### src/rtl/sdsp_pkg.sv
package sdsp_pkg;
    localparam int CLK_PERIOD_NS = 100;
    localparam int NS_PER_US = 1000;
    localparam int NS_PER_MS = 1000000;
    // resolution in pulses per revolution
    localparam logic [13:0] RES_BASE_FULL = 14'h03E8;
    localparam logic [13:0] RES_BASE_HALF = 14'h01F4;
    localparam logic [13:0] RES_MULT_TEN = 14'h000A;
    // operating current in percent of the driver maximum, per dial position
    localparam logic [6:0] CUR_PCT [16] = '{7'h06, 7'h0D, 7'h13, 7'h19, 7'h1F, 7'h26, 7'h2C,
        7'h32, 7'h38, 7'h3F, 7'h45, 7'h4B, 7'h51, 7'h58, 7'h5E, 7'h64};
    // smoothing time constants in microseconds, position 0 means no filter
    localparam logic [19:0] FILT_US [16] = '{20'h0_0000, 20'h0_0078, 20'h0_00A0, 20'h0_010E,
        20'h0_019A, 20'h0_0334, 20'h0_04B0, 20'h0_0640, 20'h0_0A8C, 20'h0_1004, 20'h0_2008,
        20'h0_2EE0, 20'h0_3E80, 20'h0_6978, 20'h0_A028, 20'h1_4050};
    localparam logic [7:0] HEAT_LIMIT_C = 8'h55;
    localparam logic [15:0] SPEED_LIMIT_RPM = 16'h1388;
    localparam int OVERLOAD_MS = 5000;
    localparam int BLINK_MS = 200;
    localparam int PAUSE_MS = 1200;
    // fault numbers equal their blink counts; 9 blinks continuously
    localparam int FLT_HEAT = 1;
    localparam int FLT_LOAD = 2;
    localparam int FLT_VOLT = 3;
    localparam int FLT_FOLLOW = 4;
    localparam int FLT_CURR = 5;
    localparam int FLT_SPEED = 6;
    localparam int FLT_PARAM = 7;
    localparam int FLT_SENSOR = 8;
    localparam int FLT_SYS = 9;
    localparam logic [9:0] FLT_CLEARABLE = 10'h15E;
    localparam logic [3:0] CODE_NONE = 4'h0;
    localparam logic [3:0] CODE_CONT = 4'h9;
    // register map
    localparam logic [7:0] REG_CTRL = 8'h00;
    localparam logic [7:0] REG_STATUS = 8'h04;
    localparam logic [7:0] REG_CONFIG = 8'h08;
    localparam logic [7:0] REG_DEVIATION = 8'h0C;
    localparam int CTRL_CLEAR_BIT = 0;
    localparam int CTRL_CUTOFF_BIT = 1;
    localparam logic [1:0] RESP_OKAY = 2'h0;
    localparam logic [1:0] RESP_SLVERR = 2'h2;

    typedef struct packed {
        logic half_base;
        logic fixed_ten;
        logic dual_mode;
        logic [3:0] cur_dial;
        logic [3:0] filt_dial;
    } sdsp_cfg_t;

    typedef enum logic [3:0] {
        BLK_IDLE = 4'b0001,
        BLK_ON = 4'b0010,
        BLK_OFF = 4'b0100,
        BLK_PAUSE = 4'b1000
    } sdsp_blink_t;
endpackage

### src/rtl/sdsp_blink.sv
`timescale 1ns/100ps
module sdsp_blink import sdsp_pkg::*; #(
    parameter int ON_CYCLES = 2000000,
    parameter int PAUSE_CYCLES = 12000000
) (
    input wire logic clk_in, // system clock
    input wire logic rstn_in, // async reset, active low
    input wire logic [3:0] code_in, // blink count, 9 continuous, 0 none
    output logic led_out // fault lamp
);
    sdsp_blink_t st_q;
    logic [31:0] tmr_q;
    logic [3:0] cnt_q;
    logic [31:0] lim;

    assign lim = (st_q == BLK_PAUSE) ? PAUSE_CYCLES - 1 : ON_CYCLES - 1;

    always_ff @(posedge clk_in or negedge rstn_in) begin
        if (!rstn_in) begin
            st_q <= BLK_IDLE;
            tmr_q <= '0;
            cnt_q <= '0;
        end else if (code_in == CODE_NONE) begin
            st_q <= BLK_IDLE;
            tmr_q <= '0;
            cnt_q <= '0;
        end else begin
            tmr_q <= (st_q == BLK_IDLE || tmr_q == lim) ? '0 : tmr_q + 32'h0000_0001;
            unique case (st_q)
                BLK_IDLE: begin
                    st_q <= BLK_ON;
                    cnt_q <= 4'h1;
                end
                BLK_ON: if (tmr_q == lim) st_q <= BLK_OFF;
                BLK_OFF: if (tmr_q == lim) begin
                    // continuous code never pauses
                    if (code_in != CODE_CONT && cnt_q >= code_in) begin
                        st_q <= BLK_PAUSE;
                    end else begin
                        st_q <= BLK_ON;
                        cnt_q <= cnt_q + 4'h1;
                    end
                end
                BLK_PAUSE: if (tmr_q == lim) begin
                    st_q <= BLK_ON;
                    cnt_q <= 4'h1;
                end
            endcase
        end
    end

    assign led_out = (st_q == BLK_ON);

    AST_PAUSE_DARK: assert property (@(posedge clk_in) disable iff (!rstn_in)
        st_q == BLK_OFF && tmr_q == lim && code_in != CODE_CONT && cnt_q < code_in
        |=> st_q == BLK_ON)
        else $error("pause entered before the flash group was complete");
endmodule

### src/rtl/sdsp_smooth.sv
`timescale 1ns/100ps
module sdsp_smooth import sdsp_pkg::*; (
    input wire logic clk_in, // system clock
    input wire logic rstn_in, // async reset, active low
    input wire logic flush_in, // drop any pending steps
    input wire logic cw_in, // accepted clockwise command step
    input wire logic ccw_in, // accepted counter-clockwise command step
    input wire logic [19:0] tau_in, // time constant in cycles, 0 no filter
    output logic step_out, // smoothed step pulse
    output logic dir_cw_out // sense of step_out, 1 clockwise
);
    // first-order lag: step rate equals pending error over tau
    logic signed [15:0] err_q;
    logic [35:0] acc_q;
    logic [15:0] mag;
    logic fire;

    assign mag = err_q[15] ? 16'(-err_q) : err_q;
    assign fire = (err_q != 16'sh0000) && (tau_in == '0 || acc_q + 36'(mag) >= 36'(tau_in));

    always_ff @(posedge clk_in or negedge rstn_in) begin
        if (!rstn_in) begin
            err_q <= '0;
            acc_q <= '0;
            step_out <= 1'b0;
            dir_cw_out <= 1'b1;
        end else if (flush_in) begin
            err_q <= '0;
            acc_q <= '0;
            step_out <= 1'b0;
        end else begin
            step_out <= fire;
            if (fire) dir_cw_out <= !err_q[15];
            err_q <= err_q + 16'(cw_in) - 16'(ccw_in) - (fire ? (err_q[15] ? -16'sh0001 :
                16'sh0001) : 16'sh0000);
            if (err_q == 16'sh0000) acc_q <= '0;
            else acc_q <= fire ? acc_q + 36'(mag) - 36'(tau_in) : acc_q + 36'(mag);
        end
    end

    AST_NO_FILTER: assert property (@(posedge clk_in) disable iff (!rstn_in)
        !flush_in && tau_in == '0 && err_q != 16'sh0000 |=> step_out)
        else $error("unfiltered step was delayed");
endmodule

### src/rtl/sdsp_top.sv
// Added by the designer: the placing of the registers and register access over AXI4-Lite.
`timescale 1ns/100ps
module sdsp_top import sdsp_pkg::*; #(
    parameter int CYCLE_NS = CLK_PERIOD_NS,
    parameter int OVERLOAD_CYCLES = OVERLOAD_MS * (NS_PER_MS / CLK_PERIOD_NS),
    parameter int BLINK_CYCLES = BLINK_MS * (NS_PER_MS / CLK_PERIOD_NS),
    parameter int PAUSE_CYCLES = PAUSE_MS * (NS_PER_MS / CLK_PERIOD_NS),
    parameter logic [15:0] FOLLOW_LIMIT = 16'h0100
) (
    input wire logic SYS_CLK_IN, // 10 MHz system clock
    input wire logic RSTN_IN, // power-on reset, active low
    input wire logic [7:0] AWADDR_IN, // write address
    input wire logic AWVALID_IN, // write address valid
    output logic AWREADY_OUT, // write address ready
    input wire logic [31:0] WDATA_IN, // write data
    input wire logic [3:0] WSTRB_IN, // write byte strobes
    input wire logic WVALID_IN, // write data valid
    output logic WREADY_OUT, // write data ready
    output logic [1:0] BRESP_OUT, // write response
    output logic BVALID_OUT, // write response valid
    input wire logic BREADY_IN, // write response ready
    input wire logic [7:0] ARADDR_IN, // read address
    input wire logic ARVALID_IN, // read address valid
    output logic ARREADY_OUT, // read address ready
    output logic [31:0] RDATA_OUT, // read data
    output logic [1:0] RRESP_OUT, // read response
    output logic RVALID_OUT, // read data valid
    input wire logic RREADY_IN, // read data ready
    input wire logic CLOCKWISE_STEP_PULSE_IN, // cw pulse, dual mode
    input wire logic COUNTERCLOCKWISE_STEP_PULSE_IN, // ccw pulse, dual mode
    input wire logic STEP_PULSE_INPUT_IN, // step pulse, pulse-plus-sense mode
    input wire logic SENSE_CW_IN, // direction level, 1 clockwise
    input wire logic TIMES_TEN_IN, // tenfold resolution request
    input wire logic FAULT_CLEAR_INPUT_IN, // alarm clear, rising edge acts
    input wire logic HALF_BASE_SW_IN, // 1 selects 500 base
    input wire logic FIXED_TEN_SW_IN, // 1 selects x10 multiplier switch
    input wire logic DUAL_PULSE_MODE_SW_IN, // 1 dual-pulse, 0 pulse-plus-sense
    input wire logic [3:0] CURRENT_DIAL_IN, // operating current dial
    input wire logic [3:0] SMOOTHING_TIME_DIAL_IN, // speed filter dial
    input wire logic [7:0] HEATSINK_TEMP_C_IN, // heat-sink temperature
    input wire logic TORQUE_EXCESS_IN, // load above maximum torque
    input wire logic OVERVOLTAGE_IN, // inverter supply above limit
    input wire logic OVERCURRENT_IN, // power element over current
    input wire logic [15:0] SHAFT_RPM_IN, // measured shaft speed
    input wire logic PARAM_CORRUPT_IN, // stored motor data bad
    input wire logic CABLE_PRESENT_IN, // motor cable detected
    input wire logic SYSTEM_FAULT_IN, // internal failure
    input wire logic MOTOR_STEP_IN, // one-cycle pulse per actual motor step
    input wire logic MOTOR_DIR_CW_IN, // sense of MOTOR_STEP_IN
    output logic ALARM_OK_OUT, // high while no trip latched
    output logic FAULT_LED_OUT, // blink code lamp
    output logic CURRENT_ENABLE_OUT, // motor current allowed
    output logic [6:0] CURRENT_SETPOINT_OUT, // percent of driver maximum
    output logic [13:0] RESOLUTION_OUT, // pulses per revolution
    output logic STEP_OUT, // smoothed step to the power stage
    output logic DIR_CW_OUT // sense of STEP_OUT
);
    sdsp_cfg_t cfg_q;
    logic init_q;
    logic [9:0] fault_q;
    logic [9:0] event_v;
    logic tripped;
    logic clear_req;
    logic [3:0] code_d;
    logic step_prev_q, cw_prev_q, ccw_prev_q, clr_prev_q;
    logic cw_acc, ccw_acc;
    logic [31:0] load_cnt_q;
    logic signed [15:0] dev_q;
    logic [15:0] dev_mag;
    logic [19:0] tau;
    logic cut_q, sw_clear_q;
    logic aw_hold_q, w_hold_q;
    logic [7:0] awaddr_q;
    logic [31:0] wdata_q;
    logic [3:0] wstrb_q;
    logic do_write;
    logic [31:0] rd_d;
    logic rd_ok;

    // switches are caught by the first clocked edge after reset release
    always_ff @(posedge SYS_CLK_IN or negedge RSTN_IN) begin
        if (!RSTN_IN) begin
            init_q <= 1'b0;
            cfg_q <= '0;
        end else if (!init_q) begin
            init_q <= 1'b1;
            cfg_q <= '{HALF_BASE_SW_IN, FIXED_TEN_SW_IN, DUAL_PULSE_MODE_SW_IN,
                CURRENT_DIAL_IN, SMOOTHING_TIME_DIAL_IN};
        end
    end

    // fixed x10 switch overrides the input, as the switch disables it
    assign RESOLUTION_OUT = 14'((cfg_q.half_base ? RES_BASE_HALF : RES_BASE_FULL) *
        ((cfg_q.fixed_ten || TIMES_TEN_IN) ? RES_MULT_TEN : 14'h0001));

    // command decode; rising edges only, simultaneous dual pulses cancel
    always_ff @(posedge SYS_CLK_IN or negedge RSTN_IN) begin
        if (!RSTN_IN) begin
            step_prev_q <= 1'b0;
            cw_prev_q <= 1'b0;
            ccw_prev_q <= 1'b0;
            clr_prev_q <= 1'b0;
        end else begin
            step_prev_q <= STEP_PULSE_INPUT_IN;
            cw_prev_q <= CLOCKWISE_STEP_PULSE_IN;
            ccw_prev_q <= COUNTERCLOCKWISE_STEP_PULSE_IN;
            clr_prev_q <= FAULT_CLEAR_INPUT_IN;
        end
    end

    always_comb begin
        cw_acc = 1'b0;
        ccw_acc = 1'b0;
        if (init_q && !tripped) begin
            if (cfg_q.dual_mode) begin
                cw_acc = CLOCKWISE_STEP_PULSE_IN && !cw_prev_q;
                ccw_acc = COUNTERCLOCKWISE_STEP_PULSE_IN && !ccw_prev_q;
                if (cw_acc && ccw_acc) begin
                    cw_acc = 1'b0;
                    ccw_acc = 1'b0;
                end
            end else begin
                cw_acc = STEP_PULSE_INPUT_IN && !step_prev_q && SENSE_CW_IN;
                ccw_acc = STEP_PULSE_INPUT_IN && !step_prev_q && !SENSE_CW_IN;
            end
        end
    end

    assign tau = 20'(FILT_US[cfg_q.filt_dial] * (NS_PER_US / CYCLE_NS));

    sdsp_smooth u_smooth (
        .clk_in(SYS_CLK_IN),
        .rstn_in(RSTN_IN),
        .flush_in(tripped || cut_q),
        .cw_in(cw_acc),
        .ccw_in(ccw_acc),
        .tau_in(tau),
        .step_out(STEP_OUT),
        .dir_cw_out(DIR_CW_OUT)
    );

    // deviation between drive output and actual motion; cutoff clears it
    always_ff @(posedge SYS_CLK_IN or negedge RSTN_IN) begin
        if (!RSTN_IN) begin
            dev_q <= '0;
        end else if (cut_q || clear_req) begin
            dev_q <= '0;
        end else begin
            dev_q <= dev_q + (STEP_OUT ? (DIR_CW_OUT ? 16'sh0001 : -16'sh0001) : 16'sh0000)
                - (MOTOR_STEP_IN ? (MOTOR_DIR_CW_IN ? 16'sh0001 : -16'sh0001) : 16'sh0000);
        end
    end
    assign dev_mag = dev_q[15] ? 16'(-dev_q) : dev_q;

    // excess torque must persist without a gap
    always_ff @(posedge SYS_CLK_IN or negedge RSTN_IN) begin
        if (!RSTN_IN) begin
            load_cnt_q <= '0;
        end else if (!TORQUE_EXCESS_IN) begin
            load_cnt_q <= '0;
        end else if (load_cnt_q < OVERLOAD_CYCLES) begin
            load_cnt_q <= load_cnt_q + 32'h0000_0001;
        end
    end

    always_comb begin
        event_v = '0;
        event_v[FLT_HEAT] = HEATSINK_TEMP_C_IN >= HEAT_LIMIT_C;
        event_v[FLT_LOAD] = load_cnt_q >= OVERLOAD_CYCLES;
        event_v[FLT_VOLT] = OVERVOLTAGE_IN;
        event_v[FLT_FOLLOW] = dev_mag > FOLLOW_LIMIT;
        event_v[FLT_CURR] = OVERCURRENT_IN;
        event_v[FLT_SPEED] = SHAFT_RPM_IN > SPEED_LIMIT_RPM;
        event_v[FLT_PARAM] = PARAM_CORRUPT_IN;
        event_v[FLT_SENSOR] = !init_q && !CABLE_PRESENT_IN;
        event_v[FLT_SYS] = SYSTEM_FAULT_IN;
    end

    assign clear_req = (FAULT_CLEAR_INPUT_IN && !clr_prev_q) || sw_clear_q;

    // a new event wins over a clear in the same cycle
    always_ff @(posedge SYS_CLK_IN or negedge RSTN_IN) begin
        if (!RSTN_IN) begin
            fault_q <= '0;
        end else begin
            fault_q <= (fault_q & ~(clear_req ? FLT_CLEARABLE : 10'h000)) | event_v;
        end
    end
    assign tripped = |fault_q;

    always_comb begin
        code_d = CODE_NONE;
        for (int i = FLT_SENSOR; i >= FLT_HEAT; i--) begin
            if (fault_q[i]) code_d = 4'(i);
        end
        if (fault_q[FLT_SYS]) code_d = CODE_CONT;
    end

    sdsp_blink #(
        .ON_CYCLES(BLINK_CYCLES),
        .PAUSE_CYCLES(PAUSE_CYCLES)
    ) u_blink (
        .clk_in(SYS_CLK_IN),
        .rstn_in(RSTN_IN),
        .code_in(code_d),
        .led_out(FAULT_LED_OUT)
    );

    assign ALARM_OK_OUT = init_q && !tripped;
    assign CURRENT_ENABLE_OUT = init_q && !tripped && !cut_q;
    assign CURRENT_SETPOINT_OUT = CURRENT_ENABLE_OUT ? CUR_PCT[cfg_q.cur_dial] : '0;

    // AXI4-Lite slave: address and data are held until both are present
    assign AWREADY_OUT = !aw_hold_q && !BVALID_OUT;
    assign WREADY_OUT = !w_hold_q && !BVALID_OUT;
    assign do_write = aw_hold_q && w_hold_q && !BVALID_OUT;

    always_ff @(posedge SYS_CLK_IN or negedge RSTN_IN) begin
        if (!RSTN_IN) begin
            aw_hold_q <= 1'b0;
            w_hold_q <= 1'b0;
            awaddr_q <= '0;
            wdata_q <= '0;
            wstrb_q <= '0;
            BVALID_OUT <= 1'b0;
            BRESP_OUT <= RESP_OKAY;
        end else begin
            if (AWVALID_IN && AWREADY_OUT) begin
                aw_hold_q <= 1'b1;
                awaddr_q <= AWADDR_IN;
            end
            if (WVALID_IN && WREADY_OUT) begin
                w_hold_q <= 1'b1;
                wdata_q <= WDATA_IN;
                wstrb_q <= WSTRB_IN;
            end
            if (do_write) begin
                aw_hold_q <= 1'b0;
                w_hold_q <= 1'b0;
                BVALID_OUT <= 1'b1;
                BRESP_OUT <= (awaddr_q[7:2] <= REG_DEVIATION[7:2]) ? RESP_OKAY : RESP_SLVERR;
            end else if (BVALID_OUT && BREADY_IN) begin
                BVALID_OUT <= 1'b0;
            end
        end
    end

    // control register: clear is a self-clearing strobe, cutoff a level
    always_ff @(posedge SYS_CLK_IN or negedge RSTN_IN) begin
        if (!RSTN_IN) begin
            cut_q <= 1'b0;
            sw_clear_q <= 1'b0;
        end else begin
            sw_clear_q <= do_write && awaddr_q == REG_CTRL && wstrb_q[0] &&
                wdata_q[CTRL_CLEAR_BIT];
            if (do_write && awaddr_q == REG_CTRL && wstrb_q[0]) cut_q <= wdata_q[CTRL_CUTOFF_BIT];
        end
    end

    always_comb begin
        rd_d = '0;
        rd_ok = 1'b1;
        unique case (ARADDR_IN)
            REG_CTRL: rd_d[CTRL_CUTOFF_BIT] = cut_q;
            REG_STATUS: rd_d = {18'h0_0000, code_d, fault_q[9:1], ALARM_OK_OUT};
            REG_CONFIG: rd_d = {cfg_q.cur_dial, cfg_q.filt_dial, 6'h00, RESOLUTION_OUT, 1'b0,
                cfg_q.half_base, cfg_q.fixed_ten, cfg_q.dual_mode};
            REG_DEVIATION: rd_d = 32'(unsigned'(dev_q));
            default: rd_ok = 1'b0;
        endcase
    end

    assign ARREADY_OUT = !RVALID_OUT;

    always_ff @(posedge SYS_CLK_IN or negedge RSTN_IN) begin
        if (!RSTN_IN) begin
            RVALID_OUT <= 1'b0;
            RDATA_OUT <= '0;
            RRESP_OUT <= RESP_OKAY;
        end else if (ARVALID_IN && ARREADY_OUT) begin
            RVALID_OUT <= 1'b1;
            RDATA_OUT <= rd_d;
            RRESP_OUT <= rd_ok ? RESP_OKAY : RESP_SLVERR;
        end else if (RVALID_OUT && RREADY_IN) begin
            RVALID_OUT <= 1'b0;
        end
    end

    AST_TRIP_CUTS: assert property (@(posedge SYS_CLK_IN) disable iff (!RSTN_IN)
        tripped |-> !ALARM_OK_OUT && !CURRENT_ENABLE_OUT && CURRENT_SETPOINT_OUT == '0)
        else $error("trip did not drop alarm and current");
    AST_OVERSPEED: assert property (@(posedge SYS_CLK_IN) disable iff (!RSTN_IN)
        SHAFT_RPM_IN > SPEED_LIMIT_RPM |=> fault_q[FLT_SPEED] && !ALARM_OK_OUT)
        else $error("overspeed did not trip");
    AST_OVERHEAT: assert property (@(posedge SYS_CLK_IN) disable iff (!RSTN_IN)
        HEATSINK_TEMP_C_IN >= HEAT_LIMIT_C |=> fault_q[FLT_HEAT])
        else $error("overheat did not trip");
    AST_NO_CLEAR: assert property (@(posedge SYS_CLK_IN) disable iff (!RSTN_IN)
        fault_q[FLT_CURR] || fault_q[FLT_PARAM] || fault_q[FLT_SYS] |=> tripped)
        else $error("permanent fault was cleared");
    AST_CLEAR_WORKS: assert property (@(posedge SYS_CLK_IN) disable iff (!RSTN_IN)
        clear_req && (fault_q & ~FLT_CLEARABLE) == '0 && event_v == '0 |=> ALARM_OK_OUT)
        else $error("clearable fault survived a clear");
    AST_CFG_HELD: assert property (@(posedge SYS_CLK_IN) disable iff (!RSTN_IN)
        init_q |=> $stable(cfg_q))
        else $error("configuration changed after power-up");
    AST_STEP_BLOCK: assert property (@(posedge SYS_CLK_IN) disable iff (!RSTN_IN)
        tripped |=> !STEP_OUT)
        else $error("step passed while tripped");
    AST_OVERLOAD_TIME: assert property (@(posedge SYS_CLK_IN) disable iff (!RSTN_IN)
        load_cnt_q < OVERLOAD_CYCLES - 1 && !fault_q[FLT_LOAD] |=> !fault_q[FLT_LOAD])
        else $error("overload tripped early");
    AST_RESOLUTION: assert property (@(posedge SYS_CLK_IN) disable iff (!RSTN_IN)
        init_q && !cfg_q.fixed_ten && !TIMES_TEN_IN |-> RESOLUTION_OUT ==
        (cfg_q.half_base ? RES_BASE_HALF : RES_BASE_FULL))
        else $error("plain resolution wrong");
    AST_SENSE_MODE: assert property (@(posedge SYS_CLK_IN) disable iff (!RSTN_IN)
        !cfg_q.dual_mode && (cw_acc || ccw_acc) |-> cw_acc == SENSE_CW_IN)
        else $error("direction level not obeyed");
endmodule

### config.mk
export PLATFORM = sky130hd
export DESIGN_NAME = sdsp_top
export DESIGN_NICKNAME = d
export VERILOG_FILES = /design/src/rtl/sdsp_pkg.sv /design/src/rtl/sdsp_blink.sv /design/src/rtl/sdsp_smooth.sv /design/src/rtl/sdsp_top.sv
export SDC_FILE = /design/constraint.sdc
export NUM_CORES = 1
export LEC_CHECK = 0
export ABC_AREA = 1
export BUFFER_PORTS_ARGS = -buffer_cell sky130_fd_sc_hd__buf_2
export CAP_MARGIN = 20
export CORE_ASPECT_RATIO = 1.4
export CORE_MARGIN = 8
export CORE_UTILIZATION = 67
export CTS_BUF_LIST = sky130_fd_sc_hd__clkbuf_8
export CTS_CLUSTER_DIAMETER = 80
export CTS_CLUSTER_SIZE = 12
export DETAILED_ROUTE_END_ITERATION = 6
export GPL_TIMING_DRIVEN = 0
export PLACE_DENSITY = 0.95
export RECOVER_POWER = 25
export SLEW_MARGIN = 30
export SYNTH_ARGS = -nofsm -noshare
export SYNTH_HDL_FRONTEND = slang
export SYNTH_SLANG_ARGS = --single-unit
### constraint.sdc
create_clock -name SYS_CLK_IN -period 10.5 [get_ports SYS_CLK_IN]
set_input_delay 1.05 -clock SYS_CLK_IN [delete_from_list [all_inputs] [get_ports SYS_CLK_IN]]
set_output_delay 1.05 -clock SYS_CLK_IN [all_outputs]
set_load 0.03 [all_outputs]
== After elaboration in Yosys (flattened, before gate mapping) ==
Memory sizes are Yosys's and may differ from the RTL's.
Cells that the tools add are included.
Operators by class
  eq/ne operators: 14
  multiply operators: 2
  order comparisons: 10
  muxes and demuxes: 67
  bitwise logic cells: 6
  $add $sub $neg: 12
  reductions and logical operators: 60
Operators with widths (number)
  $mux W16: 10
  $mux W32: 4
  $mux W36: 3
  $pmux W30 S3: 1
  $mux W4: 19
  $add A32 B1 Y32 const B: 2
  $mux W20: 2
  $add A36 B16 Y36: 1
  $ge A36 B20 Y1: 1
  $sub A36 B20 Y36: 1
  $eq A32 B32 Y1: 1
  $ge A32 B26 Y1 const B: 1
  $lt A32 B26 Y1 const B: 1
  $neg A16 Y16: 2
  $sub A16 B16 Y16: 2
  $logic_and A1 B1 Y1: 24
  $mux W24: 1
  $mux W7: 3
  $logic_not A20 Y1: 1
  $mul A20 B3 Y19 const B: 1
  $add A16 B1 Y16: 1
  $add A16 B16 Y16: 1
  $eq A8 B4 Y1 const B: 2
  $gt A16 B13 Y1 const B: 1
  44 further kinds: 85
Storage, ports and cells
  register bits: 221
  bits in read-only memories: 432
  word-level logic and storage cells: 205
  input port bits: 108
  memories: 2
Memory list
  (no name shown): depth 16, bits a word 20, rd ports 1, clocked after Yosys merged registers in 0, wr ports 0, line sdsp_top.sv:129  | assign tau = 20'(FILT_US[cfg_q.filt_dial] * (NS_PER_US / CYCLE_NS));
  (no name shown): depth 16, bits a word 7, rd ports 1, clocked after Yosys merged registers in 0, wr ports 0, line sdsp_top.sv:211  | assign CURRENT_SETPOINT_OUT = CURRENT_ENABLE_OUT ? CUR_PCT[cfg_q.cur_dial] : '0;

== Logic depth before layout (Yosys ltp) ==
  depth in word-level cells: 15
  gate-level depth with buffers: 54

== Cells and area by module ==
A second synthesis with hierarchy kept.
Second synthesis, totals
  cell total of the unflattened synthesis: 2756
  area total of the unflattened synthesis: 18604.1 sq um
Modules (own cells, without submodules)
  sdsp_top: area an instance 8871.0 sq um, instances 1, cells each 1232
  sdsp_smooth: area an instance 7129.3 sq um, instances 1, cells each 1152
  sdsp_blink: area an instance 2603.7 sq um, instances 1, cells each 372

== Least setup slack after synthesis ==
OpenSTA, ideal clock, no wires.
  path type: register to register
  start: reg u_smooth.err_q[1]
  end: reg u_smooth.err_q[15]
  data arrival time: 7.074 ns
  stages on the path, launching flop included: 51
  buffers on the path: 0
  data required time: 10.383 ns
  setup slack: 3.309 ns
  period minus slack after synthesis: 7.191 ns
  cell sequence: dfrtp_1 inv_1 ha_1 inv_1 nor3_1 inv_1 nor3_1 nand2_1 nor3_1 inv_1 o21ai_0 xor2_1 ha_1 nand2_1 nand2_1 nand2_1 nand2_1 o21bai_1 [... 15 more ...] ha_1 inv_1 fa_1 nor2_1 o21ai_0 and2_1 o21ai_0 nand2_1 nand2_1 a21o_1 nand3_1 nand2_1 nand2_1 nand2_1 xor2_1 nand2_1 nand2_1 nor2_1
Between the ends
  longest elaborated chain between the ends: 9
  elaborated cells on any way between the ends: 12
  classes of those cells: add/sub (5); order compare (1); mux (3); reduce/logical (3)
RTL lines
  start: declaration: line sdsp_smooth.sv:13  | logic signed [15:0] err_q;
  start signal: assignment: line sdsp_smooth.sv:34  | err_q <= err_q + 16'(cw_in) - 16'(ccw_in) - (fire ? (err_q[15] ? -16'sh0001 :
  $neg A16 Y16: line sdsp_smooth.sv:18  | assign mag = err_q[15] ? 16'(-err_q) : err_q;
  $mux W16: line sdsp_smooth.sv:18
  $add A36 B16 Y36: line sdsp_smooth.sv:19  | assign fire = (err_q != 16'sh0000) && (tau_in == '0 || acc_q + 36'(mag) >= 36'(tau_in));
  $ge A36 B20 Y1: line sdsp_smooth.sv:19
  $logic_or A1 B1 Y1: line sdsp_smooth.sv:19
  $logic_and A1 B1 Y1: line sdsp_smooth.sv:19
  $mux W16: line sdsp_smooth.sv:34
  $sub A16 B16 Y16 (*): line sdsp_smooth.sv:34
  $mux W16 (*): line sdsp_smooth.sv:27  | end else if (flush_in) begin
Every way passes the cells marked *; elsewhere a longest branch is shown, timed or not.
A chain may end at the register's enable or synchronous reset.

== Final worst setup path ==
Same ends and word-level chain as after synthesis.

==> metrics.txt <==
# TYPE chip_impl_metric gauge
chip_impl_metric{name="synth.top_cell.area_share",unit="%"} 30.19
chip_impl_info{name="yosys-top-cells-area",value="sky130_fd_sc_hd__dfrtp_1 30%, sky130_fd_sc_hd__nand2_1 11%, sky130_fd_sc_hd__ha_1 10%"} 1
chip_impl_metric{name="global_route_wire_length_before_repair",unit="um"} 83960
chip_impl_metric{name="finish.cell_count_without_fillers",unit=""} 2932
chip_impl_metric{name="worst_setup_hold_path_clk_slew",unit="ps"} 90
chip_impl_metric{name="detail_route.drc_violations",unit=""} 0
chip_impl_metric{name="dr.pass1.iters",unit=""} 7
chip_impl_metric{name="drive_above_1_share",unit="%"} 10.20
chip_impl_metric{name="cp_max_fo",unit=""} 10
chip_impl_metric{name="relSlewSlack",unit="%"} -208.2
chip_impl_metric{name="via_count",unit=""} 17360
chip_impl_metric{name="timing.clock.skew",unit="ps"} 20.87
chip_impl_metric{name="post_synth_instance_area",unit="um2"} 17400
chip_impl_info{name="layout.cells.most_common",value="sky130_fd_sc_hd__nand2_1"} 1
chip_impl_info{name="grt_most_used_layer",value="met2"} 1
chip_impl_metric{name="yosys_warnings",unit=""} 0
chip_impl_metric{name="peakVddDrop",unit="uV"} 187.3
chip_impl_metric{name="floorplan.die_area",unit="um2"} 31460
chip_impl_info{name="failed_checks",value="max-capacitance violations, max-slew violations"} 1
chip_impl_metric{name="routed_via_density",unit=""} 5.920
chip_impl_metric{name="met2_usage",unit="%"} 60.12
chip_impl_metric{name="grt.total_usage",unit="%"} 32.62
chip_impl_info{name="rsz0062_at_grt",value="false"} 1
chip_impl_metric{name="final.setup.tns",unit="ps"} 0
chip_impl_metric{name="synth-edff-count",unit=""} 0
chip_impl_metric{name="totalPowerFinal",unit="mW"} 2.466
chip_impl_info{name="cp_slowest_cell",value="sky130_fd_sc_hd__fa_1"} 1
chip_impl_metric{name="synthesized_instance_count",unit=""} 2429
chip_impl_metric{name="tightestPinTransition",unit="ps"} 4623
chip_impl_metric{name="fin_ws",unit="ps"} 1361
chip_impl_metric{name="dp_slack",unit="ps"} 1569
chip_impl_metric{name="pin_count_of_the_biggest_net_entering_global_routing",unit=""} 89
chip_impl_metric{name="postCtsSetupBuffers",unit=""} 0
chip_impl_metric{name="synth_sequential_area_ratio",unit="%"} 30.50
chip_impl_info{name="critical_path.top_delay_family",value="simple AND/OR/NAND/NOR gates"} 1
chip_impl_metric{name="num_ports",unit=""} 175
chip_impl_metric{name="timing_max_transition_violations_final",unit=""} 217
chip_impl_info{name="worstSetupStartpointType",value="register"} 1
chip_impl_info{name="final_cell_mix",value="511 x sky130_fd_sc_hd__nand2_1, 424 x sky130_fd_sc_hd__inv_1, 265 x sky130_fd_sc_hd__nor2_1"} 1
chip_impl_metric{name="groute.layer.met1.usage",unit="%"} 33.25
chip_impl_metric{name="number_of_buffers_added_by_the_clock_tree_synthesis_step",unit=""} 21
chip_impl_metric{name="postSynth.asyncResetShare",unit="%"} 100.0
chip_impl_metric{name="insertion_delay",unit="ps"} 550
chip_impl_info{name="ys.flop_type",value="sky130_fd_sc_hd__dfrtp_1"} 1
chip_impl_info{name="worstSetupPathType",value="register to register"} 1
chip_impl_metric{name="global_route.usage.met3",unit="%"} 4.896
chip_impl_metric{name="globalplace.congestion",unit=""} 1.057
chip_impl_metric{name="clock_sink_count",unit=""} 212
chip_impl_metric{name="antennaDiodeCount",unit=""} 0
chip_impl_metric{name="postCtsHoldBufs",unit=""} 0
chip_impl_metric{name="antenna_left",unit=""} 0
chip_impl_metric{name="effective_utilization_at_floorplan",unit="%"} 67.36
chip_impl_metric{name="routedWlPerCell",unit="um"} 17.68
chip_impl_metric{name="ys_seq_elements",unit=""} 212
chip_impl_metric{name="max-cap-violations",unit=""} 3
chip_impl_info{name="cts.root.buffer_cell",value="sky130_fd_sc_hd__clkbuf_8"} 1
chip_impl_metric{name="cp_data_required_time",unit="ps"} 10940
chip_impl_metric{name="ctsLongestPathBuffers",unit=""} 3
chip_impl_metric{name="cp.buffers_inverters",unit=""} 9
chip_impl_metric{name="grt_antenna_before_repair",unit=""} 1
chip_impl_metric{name="critPathArrivalTime",unit="ps"} 9580
chip_impl_metric{name="dpl.cell_count",unit=""} 2895
chip_impl_metric{name="place.detailed.hpwl",unit="um"} 41590
chip_impl_metric{name="synthDistinctLibCells",unit=""} 61
chip_impl_metric{name="final-setup-viol-count",unit=""} 0
chip_impl_metric{name="critical-path-max-stage-delay",unit="ps"} 470
chip_impl_metric{name="grt_overflow_total",unit=""} 0
chip_impl_info{name="min_path_type",value="register to register"} 1
chip_impl_metric{name="htree_num_levels",unit=""} 1
chip_impl_metric{name="placementRows",unit=""} 70
chip_impl_metric{name="clock.fmax",unit="MHz"} 109.4
chip_impl_metric{name="leakage_power",unit="nW"} 10.18
chip_impl_metric{name="design.core.area",unit="um2"} 25840
chip_impl_metric{name="period_share",unit="%"} 87.04
chip_impl_metric{name="layout.nets",unit=""} 2869
chip_impl_metric{name="portBuffers",unit=""} 131
chip_impl_info{name="worst_setup_path_end_kind",value="register"} 1
chip_impl_info{name="status",value="complete, but fails checks"} 1
chip_impl_metric{name="layout-area-overhead-vs-synth",unit="%"} 8.440
chip_impl_metric{name="fp.dieW",unit="um"} 152.2
chip_impl_metric{name="count_of_instances_resized_after_the_clock_tree_is_built",unit=""} 0
chip_impl_metric{name="min_period",unit="ps"} 9139
chip_impl_metric{name="detail_route.iter0.violations",unit=""} 1323
chip_impl_info{name="path_common_cell",value="sky130_fd_sc_hd__nand2_1"} 1
chip_impl_metric{name="wire_length_reported_by_the_detailed_router",unit="um"} 51830
chip_impl_metric{name="report.final.hold_viol_count",unit=""} 0
chip_impl_metric{name="syn-mean-instance-area",unit="um2"} 7.165
chip_impl_metric{name="die_h",unit="um"} 206.7
chip_impl_metric{name="via_count_of_the_first_global_routing_pass",unit=""} 17630
chip_impl_info{name="synth_top_area_cell",value="sky130_fd_sc_hd__dfrtp_1"} 1
chip_impl_metric{name="powerDensity",unit="nW/um2"} 130.6
chip_impl_info{name="tritoncts_clock_tree",value="done"} 1
## worst paths after layout
check,end,cells past startpoint,start,slack (ps)
max,u_smooth.err_q[15]$_DFF_PN0_,51,u_smooth.err_q[1]$_DFF_PN0_,1360
min,u_blink.tmr_q[0]$_DFF_PN0_,1,u_blink.tmr_q[0]$_DFF_PN0_,470
max reg2reg,u_smooth.err_q[15]$_DFF_PN0_,51,u_smooth.err_q[1]$_DFF_PN0_,1360
min reg2reg,u_blink.tmr_q[0]$_DFF_PN0_,1,u_blink.tmr_q[0]$_DFF_PN0_,470
max in group asynchronous,awaddr_q[0]$_DFFE_PN0P_,2,RSTN_IN,3440
min in group asynchronous,RDATA_OUT[31]$_DFFE_PN0P_,1,RSTN_IN,1500
## kinds of logic after synthesis
kind of cell	after synthesis	share of synthesized area, %
buf+inv	461	10.37
xor+xnor	87	4.378
simple gates	1100	27.74
mux	9	0.5823
compound gates	391	13.47
other cells	2	0.04315
flops	212	30.50
fa+ha+maj	167	12.91
## sequential cells by signal, indices dropped and copies added (netlist names), 2 cells and up
name and cells:
awaddr_q 8, u_blink.cnt_q 4, u_smooth.acc_q 36, wdata_q 2, cfg_q 11, u_blink.tmr_q 32, fault_q 9, u_blink.st_q 4
load_cnt_q 32, RDATA_OUT 26, dev_q 16, u_smooth.err_q 16
## per-layer routing
layer	part of all wire (%)	vias up
met4	7.7	2
met5	0.025	-
met2	50	809
met1	36	8066
li1	-	8217
met3	6.5	262
## per-stage QoR
stage / hold slack (ps) / instance area (um2) / utilization [%]
5_1_grt: 475.3 / 18870 / 73.05
2_1_floorplan: 425.1 / 17440 / -
6_report: 465.6 / 18870 / 73.05
4_1_cts: 437.5 / 18930 / 73.26
3_3_place_gp: 440.7 / 18500 / 71.60
3_5_place_dp: 454.5 / 18580 / 71.90
## cell type report
class,instances,area (um2)
fill,2013,6964
clock buffer,21,289.0
tap,324,405.4
buffer,42,229.0
multi-input combinational,1765,10350
timing repair buffer,133,656.9
sequential,212,5308
clock inverter,16,61.31
inverter,419,1577
## synthesized netlist by cell type, drive strengths merged (2+ instances only)
cell / number
o21a: 8
dfstp: 2
xnor2: 27
o31ai: 14
ha: 146
o211a: 2
fa: 21
o41ai: 4
clkinv: 3
conb: 2
nand2: 534
xor2: 60
nor3b: 4
o22ai: 17
o2111ai: 6
a21o: 7
dfrtp: 210
nand3b: 10
o21ai: 143
a221oi: 5
o211ai: 6
and2: 4
nor2: 283
a41oi: 2
o21bai: 9
nand4: 33
a31oi: 12
nor4: 28
inv: 416
nand3: 115
mux2: 9
a211oi: 28
nor3: 75
clkbuf: 23
buf: 19
a21oi: 126
or2: 8
and3: 4
## power by group
group / switching [mW] / internal, mW / leakage [nW] / total, mW
combinational: 0.684 / 0.344 / 7.15 / 1.03
sequential: 0.0643 / 0.890 / 2.79 / 0.954
clock: 0.297 / 0.187 / 0.235 / 0.484
total: 1.04 / 1.42 / 10.2 / 2.47
Power figures use the tool's default switching activity.
